--- src/hw/pcrb_defines.vh ---
`ifndef PCRB_DEFINES_VH
`define PCRB_DEFINES_VH
// Summary of operation
// - A read-then-clear register returns its content on a read and is cleared by that read.
// - Read-only and reserved addresses return status or zero and ignore host writes.
// - The alert summary at 0Bh gathers pending change events and clears when it is read.
// - The host-writable alert mask at 0Ch keeps masked summary bits off the interrupt pin.
// - The CC detect change latch at 0Dh catches any change of 0Eh until a read clears it.
// - Register 0Fh reports state machine handshake events and changes of 10h, read-then-clear.
// - The fault change latch at 12h catches changes of 13h and clears on a host read.
// - The state machine sync control at 1Fh is host read/write and is handed to the port logic.
// - The soft reset control at 23h is host read/write and lets software reset the device.
// - After power-up and every reset each customisable bit is loaded from the default store.
// - A software value stays until rewritten or until a reset restores the stored default, or the fixed reset value for registers outside the store.
// - The default store can be reprogrammed once, behind a password, giving new defaults.
// - The serial slave answers 7-bit address 28h or 29h chosen by a pin, data MSB first.

// serial slave address, upper six bits; the select pin gives bit 0
`define PCRB_DEV_ADDR_HI   6'h14

// register offsets
`define PCRB_A_ALERT       8'h0B
`define PCRB_A_MASK        8'h0C
`define PCRB_A_CC_CHG      8'h0D
`define PCRB_A_CC_STATE    8'h0E
`define PCRB_A_MON_CHG     8'h0F
`define PCRB_A_MON_STATE   8'h10
`define PCRB_A_LINK        8'h11
`define PCRB_A_FLT_CHG     8'h12
`define PCRB_A_FLT_STATE   8'h13
`define PCRB_A_CAP         8'h18
`define PCRB_A_ILIM        8'h1E
`define PCRB_A_FSM_CTRL    8'h1F
`define PCRB_A_VCMON       8'h20
`define PCRB_A_VTGT        8'h21
`define PCRB_A_VRANGE      8'h22
`define PCRB_A_SRST        8'h23
`define PCRB_A_PACC        8'h24
`define PCRB_A_DTIME       8'h25
`define PCRB_A_DCTL        8'h26
`define PCRB_A_VBUS_PATH   8'h27
`define PCRB_A_ROLE        8'h28
`define PCRB_A_VBMON       8'h2E

// reset and factory default values
`define PCRB_RST_ZERO      8'h00
`define PCRB_RST_MASK      8'h07
`define PCRB_RST_CAP       8'h41
`define PCRB_RST_ILIM      8'h00
`define PCRB_RST_VCMON     8'h01
`define PCRB_RST_VRANGE    8'h75
`define PCRB_RST_SRST      8'h00
`define PCRB_RST_DTIME     8'hAA
`define PCRB_RST_ROLE      8'h03
`define PCRB_RST_VBMON     8'h10

// soft reset request bit in the soft reset control register
`define PCRB_SW_RESET_BIT  0

// default store slots
`define PCRB_OTP_SLOTS     7
`define PCRB_SLOT_MASK     3'h0
`define PCRB_SLOT_CAP      3'h1
`define PCRB_SLOT_ILIM     3'h2
`define PCRB_SLOT_VRANGE   3'h3
`define PCRB_SLOT_DTIME    3'h4
`define PCRB_SLOT_ROLE     3'h5
`define PCRB_SLOT_VBMON    3'h6

// customer password, value is arbitrary
`define PCRB_OTP_PASSWORD  16'hC0DE

`endif

--- src/hw/pcrb_reg_bank.v ---
`include "pcrb_defines.vh"

module pcrb_reg_bank #(
  parameter SLOTS = `PCRB_OTP_SLOTS
) (
  // clock and reset
  input  wire        mclk_in,
  input  wire        rst_n_in,
  input  wire        hw_reset_in,
  // serial bus pins
  input  wire        scl_in,
  input  wire        sda_in,
  output wire        sda_out,
  output wire        sda_oe_out,
  input  wire        slave_address_select_pin_in,
  // status from the port logic
  input  wire [7:0]  cc_detect_state_in,
  input  wire [7:0]  voltage_monitor_state_in,
  input  wire [7:0]  cc_link_state_in,
  input  wire [7:0]  fault_state_in,
  input  wire [7:0]  vbus_path_state_in,
  input  wire [7:0]  handshake_event_in,
  // default store programming
  input  wire        otp_prog_en_in,
  input  wire [15:0] otp_password_in,
  input  wire        otp_wr_in,
  input  wire [2:0]  otp_addr_in,
  input  wire [7:0]  otp_data_in,
  output wire        otp_burned_out,
  // interrupt and device reset
  output wire        alert_n_out,
  output wire        dev_reset_out,
  // configuration to the port logic
  output wire [7:0]  cc_capability_config_out,
  output wire [7:0]  vconn_current_limit_config_out,
  output wire [7:0]  fsm_sync_control_out,
  output wire [7:0]  vconn_monitor_config_out,
  output wire [7:0]  vbus_target_dac_out,
  output wire [7:0]  vbus_range_config_out,
  output wire [7:0]  powered_accessory_config_out,
  output wire [7:0]  vbus_discharge_timing_out,
  output wire [7:0]  vbus_discharge_control_out,
  output wire [7:0]  port_role_config_out,
  output wire [7:0]  vbus_monitor_config_out
);

  localparam [3:0] S_IDLE = 4'h0;
  localparam [3:0] S_ADDR = 4'h1;
  localparam [3:0] S_AACK = 4'h2;
  localparam [3:0] S_REG  = 4'h3;
  localparam [3:0] S_RACK = 4'h4;
  localparam [3:0] S_WR   = 4'h5;
  localparam [3:0] S_WACK = 4'h6;
  localparam [3:0] S_RD   = 4'h7;
  localparam [3:0] S_MACK = 4'h8;
  localparam [2:0] LAST   = SLOTS[2:0] - 3'h1;

  // serial engine
  reg  [3:0] state_r;
  reg  [3:0] cnt_r;
  reg  [7:0] sh_r;
  reg  [7:0] tx_r;
  reg  [7:0] ptr_r;
  reg        rw_r;
  reg        mack_r;
  reg        sda_oe_r;
  reg        sda_out_r;
  reg        scl_q_r;
  reg        scl_d_r;
  reg        sda_q_r;
  reg        sda_d_r;
  reg  [7:0] rd_byte;

  // reset and default load
  reg        init_r;
  reg        load_r;
  reg  [2:0] ld_idx_r;
  reg        ld_vld_r;
  reg  [2:0] ld_widx_r;
  wire [7:0] ld_data;

  // registers
  reg  [7:0] alert_r;
  reg        alert_n_r;
  reg  [7:0] mask_r;
  reg  [7:0] cap_r;
  reg  [7:0] ilim_r;
  reg  [7:0] fsmc_r;
  reg  [7:0] vcmon_r;
  reg  [7:0] vtgt_r;
  reg  [7:0] vrange_r;
  reg  [7:0] srst_r;
  reg  [7:0] pacc_r;
  reg  [7:0] dtime_r;
  reg  [7:0] dctl_r;
  reg  [7:0] role_r;
  reg  [7:0] vbmon_r;
  wire [7:0] cc_chg;
  wire [7:0] mon_chg;
  wire [7:0] flt_chg;
  wire       cc_set;
  wire       mon_set;
  wire       flt_set;

  // bus events, taken from the registered pins
  wire scl_rise  = scl_q_r & ~scl_d_r;
  wire scl_fall  = ~scl_q_r & scl_d_r;
  wire bus_start = scl_q_r & scl_d_r & sda_d_r & ~sda_q_r;
  wire bus_stop  = scl_q_r & scl_d_r & ~sda_d_r & sda_q_r;
  wire byte_in   = scl_fall & (cnt_r == 4'h8);
  wire addr_hit  = (sh_r[7:1] == {`PCRB_DEV_ADDR_HI, slave_address_select_pin_in});
  wire rd_load   = ~bus_start & ~bus_stop & scl_fall &
                   (((state_r == S_AACK) & rw_r) | ((state_r == S_MACK) & ~mack_r));
  wire wr_stb    = ~bus_start & ~bus_stop & byte_in & (state_r == S_WR);
  wire soft_req  = wr_stb & (ptr_r == `PCRB_A_SRST) & sh_r[`PCRB_SW_RESET_BIT];

  // a read clears the addressed read-then-clear register in the cycle it is captured
  wire clr_alert = rd_load & (ptr_r == `PCRB_A_ALERT);
  wire clr_cc    = rd_load & (ptr_r == `PCRB_A_CC_CHG);
  wire clr_mon   = rd_load & (ptr_r == `PCRB_A_MON_CHG);
  wire clr_flt   = rd_load & (ptr_r == `PCRB_A_FLT_CHG);

  assign sda_out                        = sda_out_r;
  assign sda_oe_out                     = sda_oe_r;
  assign alert_n_out                    = alert_n_r;
  assign dev_reset_out                  = init_r;
  assign cc_capability_config_out       = cap_r;
  assign vconn_current_limit_config_out = ilim_r;
  assign fsm_sync_control_out           = fsmc_r;
  assign vconn_monitor_config_out       = vcmon_r;
  assign vbus_target_dac_out            = vtgt_r;
  assign vbus_range_config_out          = vrange_r;
  assign powered_accessory_config_out   = pacc_r;
  assign vbus_discharge_timing_out      = dtime_r;
  assign vbus_discharge_control_out     = dctl_r;
  assign port_role_config_out           = role_r;
  assign vbus_monitor_config_out        = vbmon_r;

  pcrb_change_latch #(.W(8)) u_cc_chg (
    .mclk_in       (mclk_in),
    .rst_n_in      (rst_n_in),
    .init_in       (init_r),
    .state_in      (cc_detect_state_in),
    .event_in      (8'h00),
    .read_clear_in (clr_cc),
    .latch_out     (cc_chg),
    .set_out       (cc_set)
  );

  pcrb_change_latch #(.W(8)) u_mon_chg (
    .mclk_in       (mclk_in),
    .rst_n_in      (rst_n_in),
    .init_in       (init_r),
    .state_in      (voltage_monitor_state_in),
    .event_in      (handshake_event_in),
    .read_clear_in (clr_mon),
    .latch_out     (mon_chg),
    .set_out       (mon_set)
  );

  pcrb_change_latch #(.W(8)) u_flt_chg (
    .mclk_in       (mclk_in),
    .rst_n_in      (rst_n_in),
    .init_in       (init_r),
    .state_in      (fault_state_in),
    .event_in      (8'h00),
    .read_clear_in (clr_flt),
    .latch_out     (flt_chg),
    .set_out       (flt_set)
  );

  pcrb_default_store #(.SLOTS(SLOTS)) u_store (
    .mclk_in      (mclk_in),
    .rst_n_in     (rst_n_in),
    .rd_addr_in   (ld_idx_r),
    .rd_data_out  (ld_data),
    .prog_en_in   (otp_prog_en_in),
    .password_in  (otp_password_in),
    .prog_wr_in   (otp_wr_in),
    .prog_addr_in (otp_addr_in),
    .prog_data_in (otp_data_in),
    .burned_out   (otp_burned_out)
  );

  // read data; reserved and unmapped addresses read zero
  always @* begin
    case (ptr_r)
      `PCRB_A_ALERT:     rd_byte = alert_r;
      `PCRB_A_MASK:      rd_byte = mask_r;
      `PCRB_A_CC_CHG:    rd_byte = cc_chg;
      `PCRB_A_CC_STATE:  rd_byte = cc_detect_state_in;
      `PCRB_A_MON_CHG:   rd_byte = mon_chg;
      `PCRB_A_MON_STATE: rd_byte = voltage_monitor_state_in;
      `PCRB_A_LINK:      rd_byte = cc_link_state_in;
      `PCRB_A_FLT_CHG:   rd_byte = flt_chg;
      `PCRB_A_FLT_STATE: rd_byte = fault_state_in;
      `PCRB_A_CAP:       rd_byte = cap_r;
      `PCRB_A_ILIM:      rd_byte = ilim_r;
      `PCRB_A_FSM_CTRL:  rd_byte = fsmc_r;
      `PCRB_A_VCMON:     rd_byte = vcmon_r;
      `PCRB_A_VTGT:      rd_byte = vtgt_r;
      `PCRB_A_VRANGE:    rd_byte = vrange_r;
      `PCRB_A_SRST:      rd_byte = srst_r;
      `PCRB_A_PACC:      rd_byte = pacc_r;
      `PCRB_A_DTIME:     rd_byte = dtime_r;
      `PCRB_A_DCTL:      rd_byte = dctl_r;
      `PCRB_A_VBUS_PATH: rd_byte = vbus_path_state_in;
      `PCRB_A_ROLE:      rd_byte = role_r;
      `PCRB_A_VBMON:     rd_byte = vbmon_r;
      default:           rd_byte = 8'h00;
    endcase
  end

  // serial slave: shift in on scl rise, drive sda after scl fall
  always @(posedge mclk_in or negedge rst_n_in) begin
    if (!rst_n_in) begin
      state_r   <= S_IDLE;
      cnt_r     <= 4'h0;
      sh_r      <= 8'h00;
      tx_r      <= 8'h00;
      ptr_r     <= 8'h00;
      rw_r      <= 1'b0;
      mack_r    <= 1'b1;
      sda_oe_r  <= 1'b0;
      sda_out_r <= 1'b0;
      scl_q_r   <= 1'b1;
      scl_d_r   <= 1'b1;
      sda_q_r   <= 1'b1;
      sda_d_r   <= 1'b1;
    end else begin
      scl_q_r   <= scl_in;
      scl_d_r   <= scl_q_r;
      sda_q_r   <= sda_in;
      sda_d_r   <= sda_q_r;
      sda_out_r <= 1'b0;
      if (bus_start) begin
        state_r  <= S_ADDR;
        cnt_r    <= 4'h0;
        sda_oe_r <= 1'b0;
      end else if (bus_stop) begin
        state_r  <= S_IDLE;
        sda_oe_r <= 1'b0;
      end else if (rd_load) begin
        tx_r     <= rd_byte;
        sda_oe_r <= ~rd_byte[7];
        cnt_r    <= 4'h0;
        ptr_r    <= ptr_r + 8'h01;
        state_r  <= S_RD;
      end else begin
        if (scl_rise) begin
          if (state_r == S_MACK) begin
            mack_r <= sda_q_r;
          end else if ((state_r == S_ADDR) || (state_r == S_REG) || (state_r == S_WR)) begin
            sh_r  <= {sh_r[6:0], sda_q_r};
            cnt_r <= cnt_r + 4'h1;
          end
        end
        if (scl_fall) begin
          case (state_r)
            S_ADDR: begin
              if (byte_in) begin
                cnt_r <= 4'h0;
                if (addr_hit) begin
                  rw_r     <= sh_r[0];
                  sda_oe_r <= 1'b1;
                  state_r  <= S_AACK;
                end else begin
                  state_r <= S_IDLE;
                end
              end
            end
            S_REG: begin
              if (byte_in) begin
                cnt_r    <= 4'h0;
                ptr_r    <= sh_r;
                sda_oe_r <= 1'b1;
                state_r  <= S_RACK;
              end
            end
            S_WR: begin
              // every data byte is acknowledged, writable or not
              if (byte_in) begin
                cnt_r    <= 4'h0;
                ptr_r    <= ptr_r + 8'h01;
                sda_oe_r <= 1'b1;
                state_r  <= S_WACK;
              end
            end
            S_AACK: begin
              sda_oe_r <= 1'b0;
              state_r  <= S_REG;
            end
            S_RACK, S_WACK: begin
              sda_oe_r <= 1'b0;
              state_r  <= S_WR;
            end
            S_RD: begin
              if (cnt_r == 4'h7) begin
                sda_oe_r <= 1'b0;
                state_r  <= S_MACK;
              end else begin
                tx_r     <= {tx_r[6:0], 1'b0};
                sda_oe_r <= ~tx_r[6];
                cnt_r    <= cnt_r + 4'h1;
              end
            end
            S_MACK: begin
              state_r <= S_IDLE;
            end
            default: begin
              state_r <= S_IDLE;
            end
          endcase
        end
      end
    end
  end

  // reset sequencing and default load from the store
  always @(posedge mclk_in or negedge rst_n_in) begin
    if (!rst_n_in) begin
      init_r    <= 1'b1;
      load_r    <= 1'b0;
      ld_idx_r  <= 3'h0;
      ld_vld_r  <= 1'b0;
      ld_widx_r <= 3'h0;
    end else begin
      init_r    <= hw_reset_in | soft_req;
      ld_vld_r  <= load_r;
      ld_widx_r <= ld_idx_r;
      if (init_r) begin
        load_r   <= 1'b1;
        ld_idx_r <= 3'h0;
      end else if (load_r) begin
        if (ld_idx_r == LAST) begin
          load_r <= 1'b0;
        end
        ld_idx_r <= ld_idx_r + 3'h1;
      end
    end
  end

  // alert summary and interrupt pin
  always @(posedge mclk_in or negedge rst_n_in) begin
    if (!rst_n_in) begin
      alert_r   <= 8'h00;
      alert_n_r <= 1'b1;
    end else begin
      if (init_r) begin
        alert_r <= 8'h00;
      end else begin
        alert_r <= (alert_r & ~{8{clr_alert}}) | {5'h00, flt_set, mon_set, cc_set};
      end
      alert_n_r <= ~|(alert_r & ~mask_r);
    end
  end

  // host registers; a load from the store outranks a host write
  always @(posedge mclk_in or negedge rst_n_in) begin
    if (!rst_n_in) begin
      mask_r   <= `PCRB_RST_MASK;
      cap_r    <= `PCRB_RST_CAP;
      ilim_r   <= `PCRB_RST_ILIM;
      fsmc_r   <= `PCRB_RST_ZERO;
      vcmon_r  <= `PCRB_RST_VCMON;
      vtgt_r   <= `PCRB_RST_ZERO;
      vrange_r <= `PCRB_RST_VRANGE;
      srst_r   <= `PCRB_RST_SRST;
      pacc_r   <= `PCRB_RST_ZERO;
      dtime_r  <= `PCRB_RST_DTIME;
      dctl_r   <= `PCRB_RST_ZERO;
      role_r   <= `PCRB_RST_ROLE;
      vbmon_r  <= `PCRB_RST_VBMON;
    end else if (init_r) begin
      fsmc_r  <= `PCRB_RST_ZERO;
      vcmon_r <= `PCRB_RST_VCMON;
      vtgt_r  <= `PCRB_RST_ZERO;
      srst_r  <= `PCRB_RST_SRST;
      pacc_r  <= `PCRB_RST_ZERO;
      dctl_r  <= `PCRB_RST_ZERO;
    end else if (ld_vld_r) begin
      case (ld_widx_r)
        `PCRB_SLOT_MASK:   mask_r   <= ld_data;
        `PCRB_SLOT_CAP:    cap_r    <= ld_data;
        `PCRB_SLOT_ILIM:   ilim_r   <= ld_data;
        `PCRB_SLOT_VRANGE: vrange_r <= ld_data;
        `PCRB_SLOT_DTIME:  dtime_r  <= ld_data;
        `PCRB_SLOT_ROLE:   role_r   <= ld_data;
        `PCRB_SLOT_VBMON:  vbmon_r  <= ld_data;
        default: begin
        end
      endcase
    end else if (wr_stb) begin
      case (ptr_r)
        `PCRB_A_MASK:     mask_r   <= sh_r;
        `PCRB_A_CAP:      cap_r    <= sh_r;
        `PCRB_A_ILIM:     ilim_r   <= sh_r;
        `PCRB_A_FSM_CTRL: fsmc_r   <= sh_r;
        `PCRB_A_VCMON:    vcmon_r  <= sh_r;
        `PCRB_A_VTGT:     vtgt_r   <= sh_r;
        `PCRB_A_VRANGE:   vrange_r <= sh_r;
        `PCRB_A_SRST:     srst_r   <= sh_r;
        `PCRB_A_PACC:     pacc_r   <= sh_r;
        `PCRB_A_DTIME:    dtime_r  <= sh_r;
        `PCRB_A_DCTL:     dctl_r   <= sh_r;
        `PCRB_A_ROLE:     role_r   <= sh_r;
        `PCRB_A_VBMON:    vbmon_r  <= sh_r;
        default: begin
          // read-only, reserved and unmapped addresses keep their state
        end
      endcase
    end
  end

endmodule // pcrb_reg_bank

--- src/hw/pcrb_change_latch.v ---
`include "pcrb_defines.vh"

module pcrb_change_latch #(
  parameter W = 8
) (
  // clock and reset
  input  wire         mclk_in,
  input  wire         rst_n_in,
  input  wire         init_in,
  // watched state and extra events
  input  wire [W-1:0] state_in,
  input  wire [W-1:0] event_in,
  // host side
  input  wire         read_clear_in,
  output wire [W-1:0] latch_out,
  output wire         set_out
);

  reg  [W-1:0] prev_r;
  reg  [W-1:0] latch_r;
  reg          primed_r;
  wire [W-1:0] hits;

  // no change is flagged before the first init has sampled the state
  assign hits      = primed_r ? ((state_in ^ prev_r) | event_in) : {W{1'b0}};
  assign latch_out = latch_r;
  assign set_out   = |hits;

  always @(posedge mclk_in or negedge rst_n_in) begin
    if (!rst_n_in) begin
      prev_r   <= {W{1'b0}};
      latch_r  <= {W{1'b0}};
      primed_r <= 1'b0;
    end else if (init_in) begin
      prev_r   <= state_in;
      latch_r  <= {W{1'b0}};
      primed_r <= 1'b1;
    end else begin
      prev_r  <= state_in;
      // a change in the clearing cycle survives the clear
      latch_r <= (latch_r & ~{W{read_clear_in}}) | hits;
    end
  end

endmodule // pcrb_change_latch

--- src/hw/pcrb_default_store.v ---
`include "pcrb_defines.vh"

module pcrb_default_store #(
  parameter SLOTS = `PCRB_OTP_SLOTS
) (
  // clock and power-on reset
  input  wire        mclk_in,
  input  wire        rst_n_in,
  // default read port
  input  wire [2:0]  rd_addr_in,
  output wire [7:0]  rd_data_out,
  // one-time programming port
  input  wire        prog_en_in,
  input  wire [15:0] password_in,
  input  wire        prog_wr_in,
  input  wire [2:0]  prog_addr_in,
  input  wire [7:0]  prog_data_in,
  output wire        burned_out
);

  reg [7:0] mem [0:SLOTS-1];
  reg [7:0] rd_data_r;
  reg       session_r;
  reg       burned_r;
  integer   i;

  function [7:0] factory;
    input [2:0] slot;
    begin
      case (slot)
        `PCRB_SLOT_MASK:   factory = `PCRB_RST_MASK;
        `PCRB_SLOT_CAP:    factory = `PCRB_RST_CAP;
        `PCRB_SLOT_ILIM:   factory = `PCRB_RST_ILIM;
        `PCRB_SLOT_VRANGE: factory = `PCRB_RST_VRANGE;
        `PCRB_SLOT_DTIME:  factory = `PCRB_RST_DTIME;
        `PCRB_SLOT_ROLE:   factory = `PCRB_RST_ROLE;
        `PCRB_SLOT_VBMON:  factory = `PCRB_RST_VBMON;
        default:           factory = `PCRB_RST_ZERO;
      endcase
    end
  endfunction

  wire pw_ok = (password_in == `PCRB_OTP_PASSWORD);

  assign rd_data_out = rd_data_r;
  assign burned_out  = burned_r;

  // limitation: only the power-on reset clears this model, so fuse state lives to power loss
  always @(posedge mclk_in or negedge rst_n_in) begin
    if (!rst_n_in) begin
      for (i = 0; i < SLOTS; i = i + 1) begin
        mem[i] <= factory(i[2:0]);
      end
      rd_data_r <= 8'h00;
      session_r <= 1'b0;
      burned_r  <= 1'b0;
    end else begin
      rd_data_r <= (rd_addr_in < SLOTS) ? mem[rd_addr_in] : 8'h00;
      if (prog_en_in && pw_ok && !burned_r) begin
        session_r <= 1'b1;
        if (prog_wr_in && (prog_addr_in < SLOTS)) begin
          mem[prog_addr_in] <= prog_data_in;
        end
      end
      if (!prog_en_in && session_r) begin
        session_r <= 1'b0;
        burned_r  <= 1'b1;
      end
    end
  end

endmodule // pcrb_default_store

--- config.mk ---
export PLATFORM = sky130hd
export DESIGN_NAME = pcrb_reg_bank
export DESIGN_NICKNAME = d
export VERILOG_FILES = /design/src/hw/pcrb_reg_bank.v /design/src/hw/pcrb_change_latch.v /design/src/hw/pcrb_default_store.v
export VERILOG_INCLUDE_DIRS = /design/src /design/src/hw
export SDC_FILE = /design/constraint.sdc
export NUM_CORES = 1
export LEC_CHECK = 0
export BUFFER_PORTS_ARGS = -buffer_cell sky130_fd_sc_hd__buf_2
export CELL_PAD_IN_SITES_DETAIL_PLACEMENT = 0
export CELL_PAD_IN_SITES_GLOBAL_PLACEMENT = 1
export CORE_MARGIN = 2
export CORE_UTILIZATION = 50
export DETAILED_ROUTE_END_ITERATION = 8
export HOLD_SLACK_MARGIN = 0.1
export PLACE_DENSITY = 0.93
export RECOVER_POWER = 25
export SLEW_MARGIN = 10
export SYNTH_ARGS = -nofsm -noshare
export SYNTH_HDL_FRONTEND = slang
export SYNTH_SLANG_ARGS = --single-unit
export TNS_END_PERCENT = 30
--- constraint.sdc ---
create_clock -name mclk_in -period 7.6 [get_ports mclk_in]
set_input_delay 0.76 -clock mclk_in [delete_from_list [all_inputs] [get_ports mclk_in]]
set_output_delay 0.76 -clock mclk_in [all_outputs]
set_load 0.02 [all_outputs]
==> impl_metrics.prom <==
# TYPE chip_impl_metric gauge
chip_impl_metric{name="die-area",unit="um^2"} 28100
chip_impl_metric{name="clk_slew_on_worst_s_h_paths",unit="ns"} 0.06
chip_impl_metric{name="r2r.worst_path.cells",unit=""} 6
chip_impl_metric{name="area_delta_synth_final",unit="%"} 16.2
chip_impl_metric{name="wl_per_cell",unit="um"} 26.3
chip_impl_metric{name="cts_resized",unit=""} 0
chip_impl_metric{name="yosys.cell_types.count",unit=""} 79
chip_impl_metric{name="layout-drive-gt1-share",unit="%"} 34.2
chip_impl_metric{name="syn-instance-count",unit=""} 1158
chip_impl_metric{name="worst-slew-pin-transition",unit="ns"} 4.13
chip_impl_info{name="critical_path.top_delay_family",value="buffers and inverters"} 1
chip_impl_info{name="run_status",value="complete, but fails checks"} 1
chip_impl_metric{name="final_net_count",unit=""} 1404
chip_impl_metric{name="global_route.overflow_total",unit=""} 0
chip_impl_metric{name="yosysWarningCount",unit=""} 0
chip_impl_metric{name="period_needed",unit="ns"} 4.70
chip_impl_info{name="yosys.area.top_type",value="sky130_fd_sc_hd__dfrtp_1"} 1
chip_impl_metric{name="grt_pass1_vias",unit=""} 10700
chip_impl_metric{name="buffer_ports.inserted",unit=""} 174
chip_impl_metric{name="grt_use_met2",unit="%"} 49.7
chip_impl_info{name="failed_checks",value="design-rule violations, max-capacitance violations, max-slew violations"} 1
chip_impl_info{name="tritoncts",value="yes"} 1
chip_impl_metric{name="cts_buffer_depth",unit=""} 3
chip_impl_metric{name="worstPathRequired",unit="ns"} 7.32
chip_impl_metric{name="power_density",unit="nW/um^2"} 261
chip_impl_metric{name="drt-vias-per-instance",unit=""} 6.48
chip_impl_info{name="min-delay-path-class",value="in2async"} 1
chip_impl_metric{name="fin_setup_tns",unit="ns"} 0
chip_impl_info{name="ys_dominant_reg_cell",value="sky130_fd_sc_hd__dfrtp_1"} 1
chip_impl_metric{name="fmax",unit="GHz"} 0.213
chip_impl_info{name="cts-root-buf",value="sky130_fd_sc_hd__clkbuf_16"} 1
chip_impl_info{name="synthTopCellsByArea",value="sky130_fd_sc_hd__dfrtp_1 (44%), sky130_fd_sc_hd__mux2_2 (14%), sky130_fd_sc_hd__dfstp_2 (8.3%)"} 1
chip_impl_metric{name="finish.instance_area",unit="um^2"} 15500
chip_impl_metric{name="route.detailed.drc",unit=""} 7
chip_impl_metric{name="place.detailed.hpwl",unit="um"} 32100
chip_impl_metric{name="synthArstFlopShare",unit="%"} 100
chip_impl_metric{name="gp_routability_congestion",unit=""} 0.995
chip_impl_info{name="gr-max-usage-layer",value="met2"} 1
chip_impl_metric{name="power_leakage",unit="uW"} 0.00717
chip_impl_metric{name="fill_cells",unit=""} 2178
chip_impl_metric{name="critical_path_maximum_fanout",unit=""} 167
chip_impl_metric{name="max_ffs_per_register",unit=""} 56
chip_impl_metric{name="n_antenna_cell",unit=""} 0
chip_impl_metric{name="final_antenna_net_count",unit=""} 0
chip_impl_info{name="rsz0062_at_grt",value="false"} 1
chip_impl_metric{name="clock_insertion_delay_worst_skew",unit="ns"} 0.58
chip_impl_metric{name="fp.dieW",unit="um"} 167
chip_impl_metric{name="wirelength",unit="um"} 44000
chip_impl_metric{name="io_pins",unit=""} 176
chip_impl_metric{name="grt_antenna_before_repair",unit=""} 0
chip_impl_metric{name="grt_max_degree",unit=""} 168
chip_impl_metric{name="irDropWorstVdd",unit="mV"} 0.196
chip_impl_metric{name="cts_hold_buf",unit=""} 0
chip_impl_metric{name="initial_core_util",unit="%"} 51.1
chip_impl_metric{name="initialDrtViolationCount",unit=""} 1296
chip_impl_metric{name="finalMaxSlewViolations",unit=""} 168
chip_impl_info{name="cpMaxStageDelayCell",value="sky130_fd_sc_hd__clkbuf_2"} 1
chip_impl_metric{name="timing.final.hold_violations",unit=""} 0
chip_impl_metric{name="postSynthNetCount",unit=""} 1249
chip_impl_metric{name="number_of_storage_elements_in_the_synthesis_netlist",unit=""} 275
chip_impl_metric{name="finalSetupViolations",unit=""} 0
chip_impl_metric{name="worst_ep_arrival_time",unit="ns"} 4.43
chip_impl_metric{name="post_synthesis_average_cell_area",unit="um^2"} 11.5
chip_impl_metric{name="worst_path_largest_cell_delay",unit="ns"} 2.88
chip_impl_metric{name="postCtsSetupRepairBufs",unit=""} 0
chip_impl_metric{name="layout_worst_path_cycle_share",unit="%"} 61.9
chip_impl_metric{name="grt_pass1_wl",unit="um"} 66700
chip_impl_metric{name="synth.yosys.seq_area_share",unit="%"} 51.9
chip_impl_metric{name="fin_skew",unit="ns"} 0.0274
chip_impl_metric{name="crit_path_cell_count",unit=""} 2
chip_impl_metric{name="critical_path_buf_inv_count",unit=""} 2
chip_impl_info{name="criticalPathCategory",value="in2async"} 1
chip_impl_metric{name="detailedRoute.firstPassIterationCount",unit=""} 7
chip_impl_metric{name="grt_util_met1",unit="%"} 42.7
chip_impl_metric{name="synth_area",unit="um^2"} 13400
chip_impl_metric{name="cts.htree.levels",unit=""} 1
chip_impl_metric{name="cts_inserted_buffers",unit=""} 29
chip_impl_info{name="critical_path.cell_chain",value="buf_8, clkbuf_2"} 1
chip_impl_metric{name="synth_top_area_share",unit="%"} 43.6
chip_impl_info{name="critPathCaptureType",value="async pin"} 1
chip_impl_metric{name="floorplan.core_area",unit="um^2"} 26100
chip_impl_metric{name="post_detailed_placement_cell_area",unit="um^2"} 14500
chip_impl_metric{name="globalRouteMet3Util",unit="%"} 5.27
chip_impl_info{name="layout.cells.most_common",value="sky130_fd_sc_hd__dfrtp_1"} 1
chip_impl_metric{name="fp-row-count",unit=""} 59
chip_impl_info{name="largest_register",value="u_store.mem"} 1
chip_impl_info{name="crit_path_start_kind",value="input pin"} 1
chip_impl_info{name="highest_count_cells_in_the_layout_ignoring_fill_and_taps",value="sky130_fd_sc_hd__dfrtp_1 (233), sky130_fd_sc_hd__mux2_2 (171), sky130_fd_sc_hd__buf_2 (149)"} 1
chip_impl_metric{name="synth_enable_flop_cells",unit=""} 0
chip_impl_metric{name="tritoncts_num_sinks",unit=""} 275
chip_impl_metric{name="fp.dieH",unit="um"} 167
chip_impl_metric{name="grt.total_usage",unit="%"} 31.1
chip_impl_metric{name="vias",unit=""} 10800
chip_impl_metric{name="timing.max_slew.rel_slack",unit="%"} -175
chip_impl_metric{name="number_of_maximum_capacitance_constraint_violations",unit=""} 1
-- per-stage QoR --
step                setup slack (ns)  instances  hold WS [ns]  utilization, %  power (uW)
finish                          2.90       1670         0.205            59.4        4050
CTS                             3.96       1670         0.253            59.6        4060
global route                    1.96       1670         0.298            59.4        4190
floorplan                       4.66       1158         0.352               -        2190
global placement                4.22       1617         0.413            55.6        2490
detailed placement              3.97       1617         0.411            55.6        2510
-- report_power, final --
part | total (uW) | switching, uW | internal, uW
Sequential | 1870 | 241 | 1620
Clock | 1550 | 607 | 946
Combinational | 635 | 370 | 265
-- metal layers --
metal | routed length, um | part of all wire, % | up-vias
met3 | 3700 | 8.4 | 126
li1 | - | - | 4594
met4 | 1950 | 4.4 | 0
met1 | 17700 | 40 | 5538
met2 | 20700 | 47 | 556
met5 | 0 | 0 | -
-- cell type report --
type / count / area, um^2 / share of cell area [%]
Sequential cell: 275 / 6930 / 44.6
Multi-Input combinational cell: 796 / 6090 / 39.2
Timing Repair Buffer: 190 / 968 / 6.23
Clock buffer: 38 / 800 / 5.15
Tap cell: 335 / 419 / 2.70
Clock inverter: 15 / 248 / 1.59
Inverter: 21 / 78.8 / 0.507
-- kinds of logic after synthesis --
| group | count (synthesis) | synth area share [%] |
|---|---|---|
| AOI/OAI and AO/OA | 266 | 13.8 |
| xor gates and xnor gates | 29 | 1.90 |
| muxes | 207 | 17.9 |
| DFF | 275 | 51.9 |
| buffers and inverters | 87 | 2.56 |
| adders and majority gates | 8 | 0.749 |
| and+or+nand+nor | 285 | 11.2 |
| other | 1 | 0.0281 |
-- cell usage after synthesis (all sizes together), types with 11 or more instances --
| master | n |
|---|---|
| mux2 | 172 |
| o22ai | 13 |
| clkbuf | 51 |
| a21oi | 53 |
| nand3 | 28 |
| nand2 | 57 |
| nor3 | 12 |
| xor2 | 27 |
| nor2b | 19 |
| inv | 21 |
| a22o | 14 |
| a32oi | 11 |
| dfstp | 42 |
| and2 | 12 |
| nor2 | 86 |
| o21ai | 44 |
| dfrtp | 233 |
| mux2i | 27 |
| a22oi | 55 |
| buf | 15 |
-- path summary, 6_finish.rpt --
path                                 start                             to  slack (ns)
max in group mclk_in  ptr_r[4]$_DFFE_PN0P_            tx_r[2]$_DFFE_PN0P_        3.70
setup reg to reg      ptr_r[4]$_DFFE_PN0P_            tx_r[2]$_DFFE_PN0P_        3.70
hold reg to reg          sda_q_r$_DFF_PN1_              sda_d_r$_DFF_PN1_        0.48
setup / recovery                  rst_n_in     u_store.mem[2]$_DFFE_PN0P_        2.90
hold / removal                    rst_n_in  u_cc_chg.primed_r$_DFFE_PN0P_        0.21
min in group mclk_in                scl_in              scl_q_r$_DFF_PN1_        0.31
(Power assumes the default switching activity.)
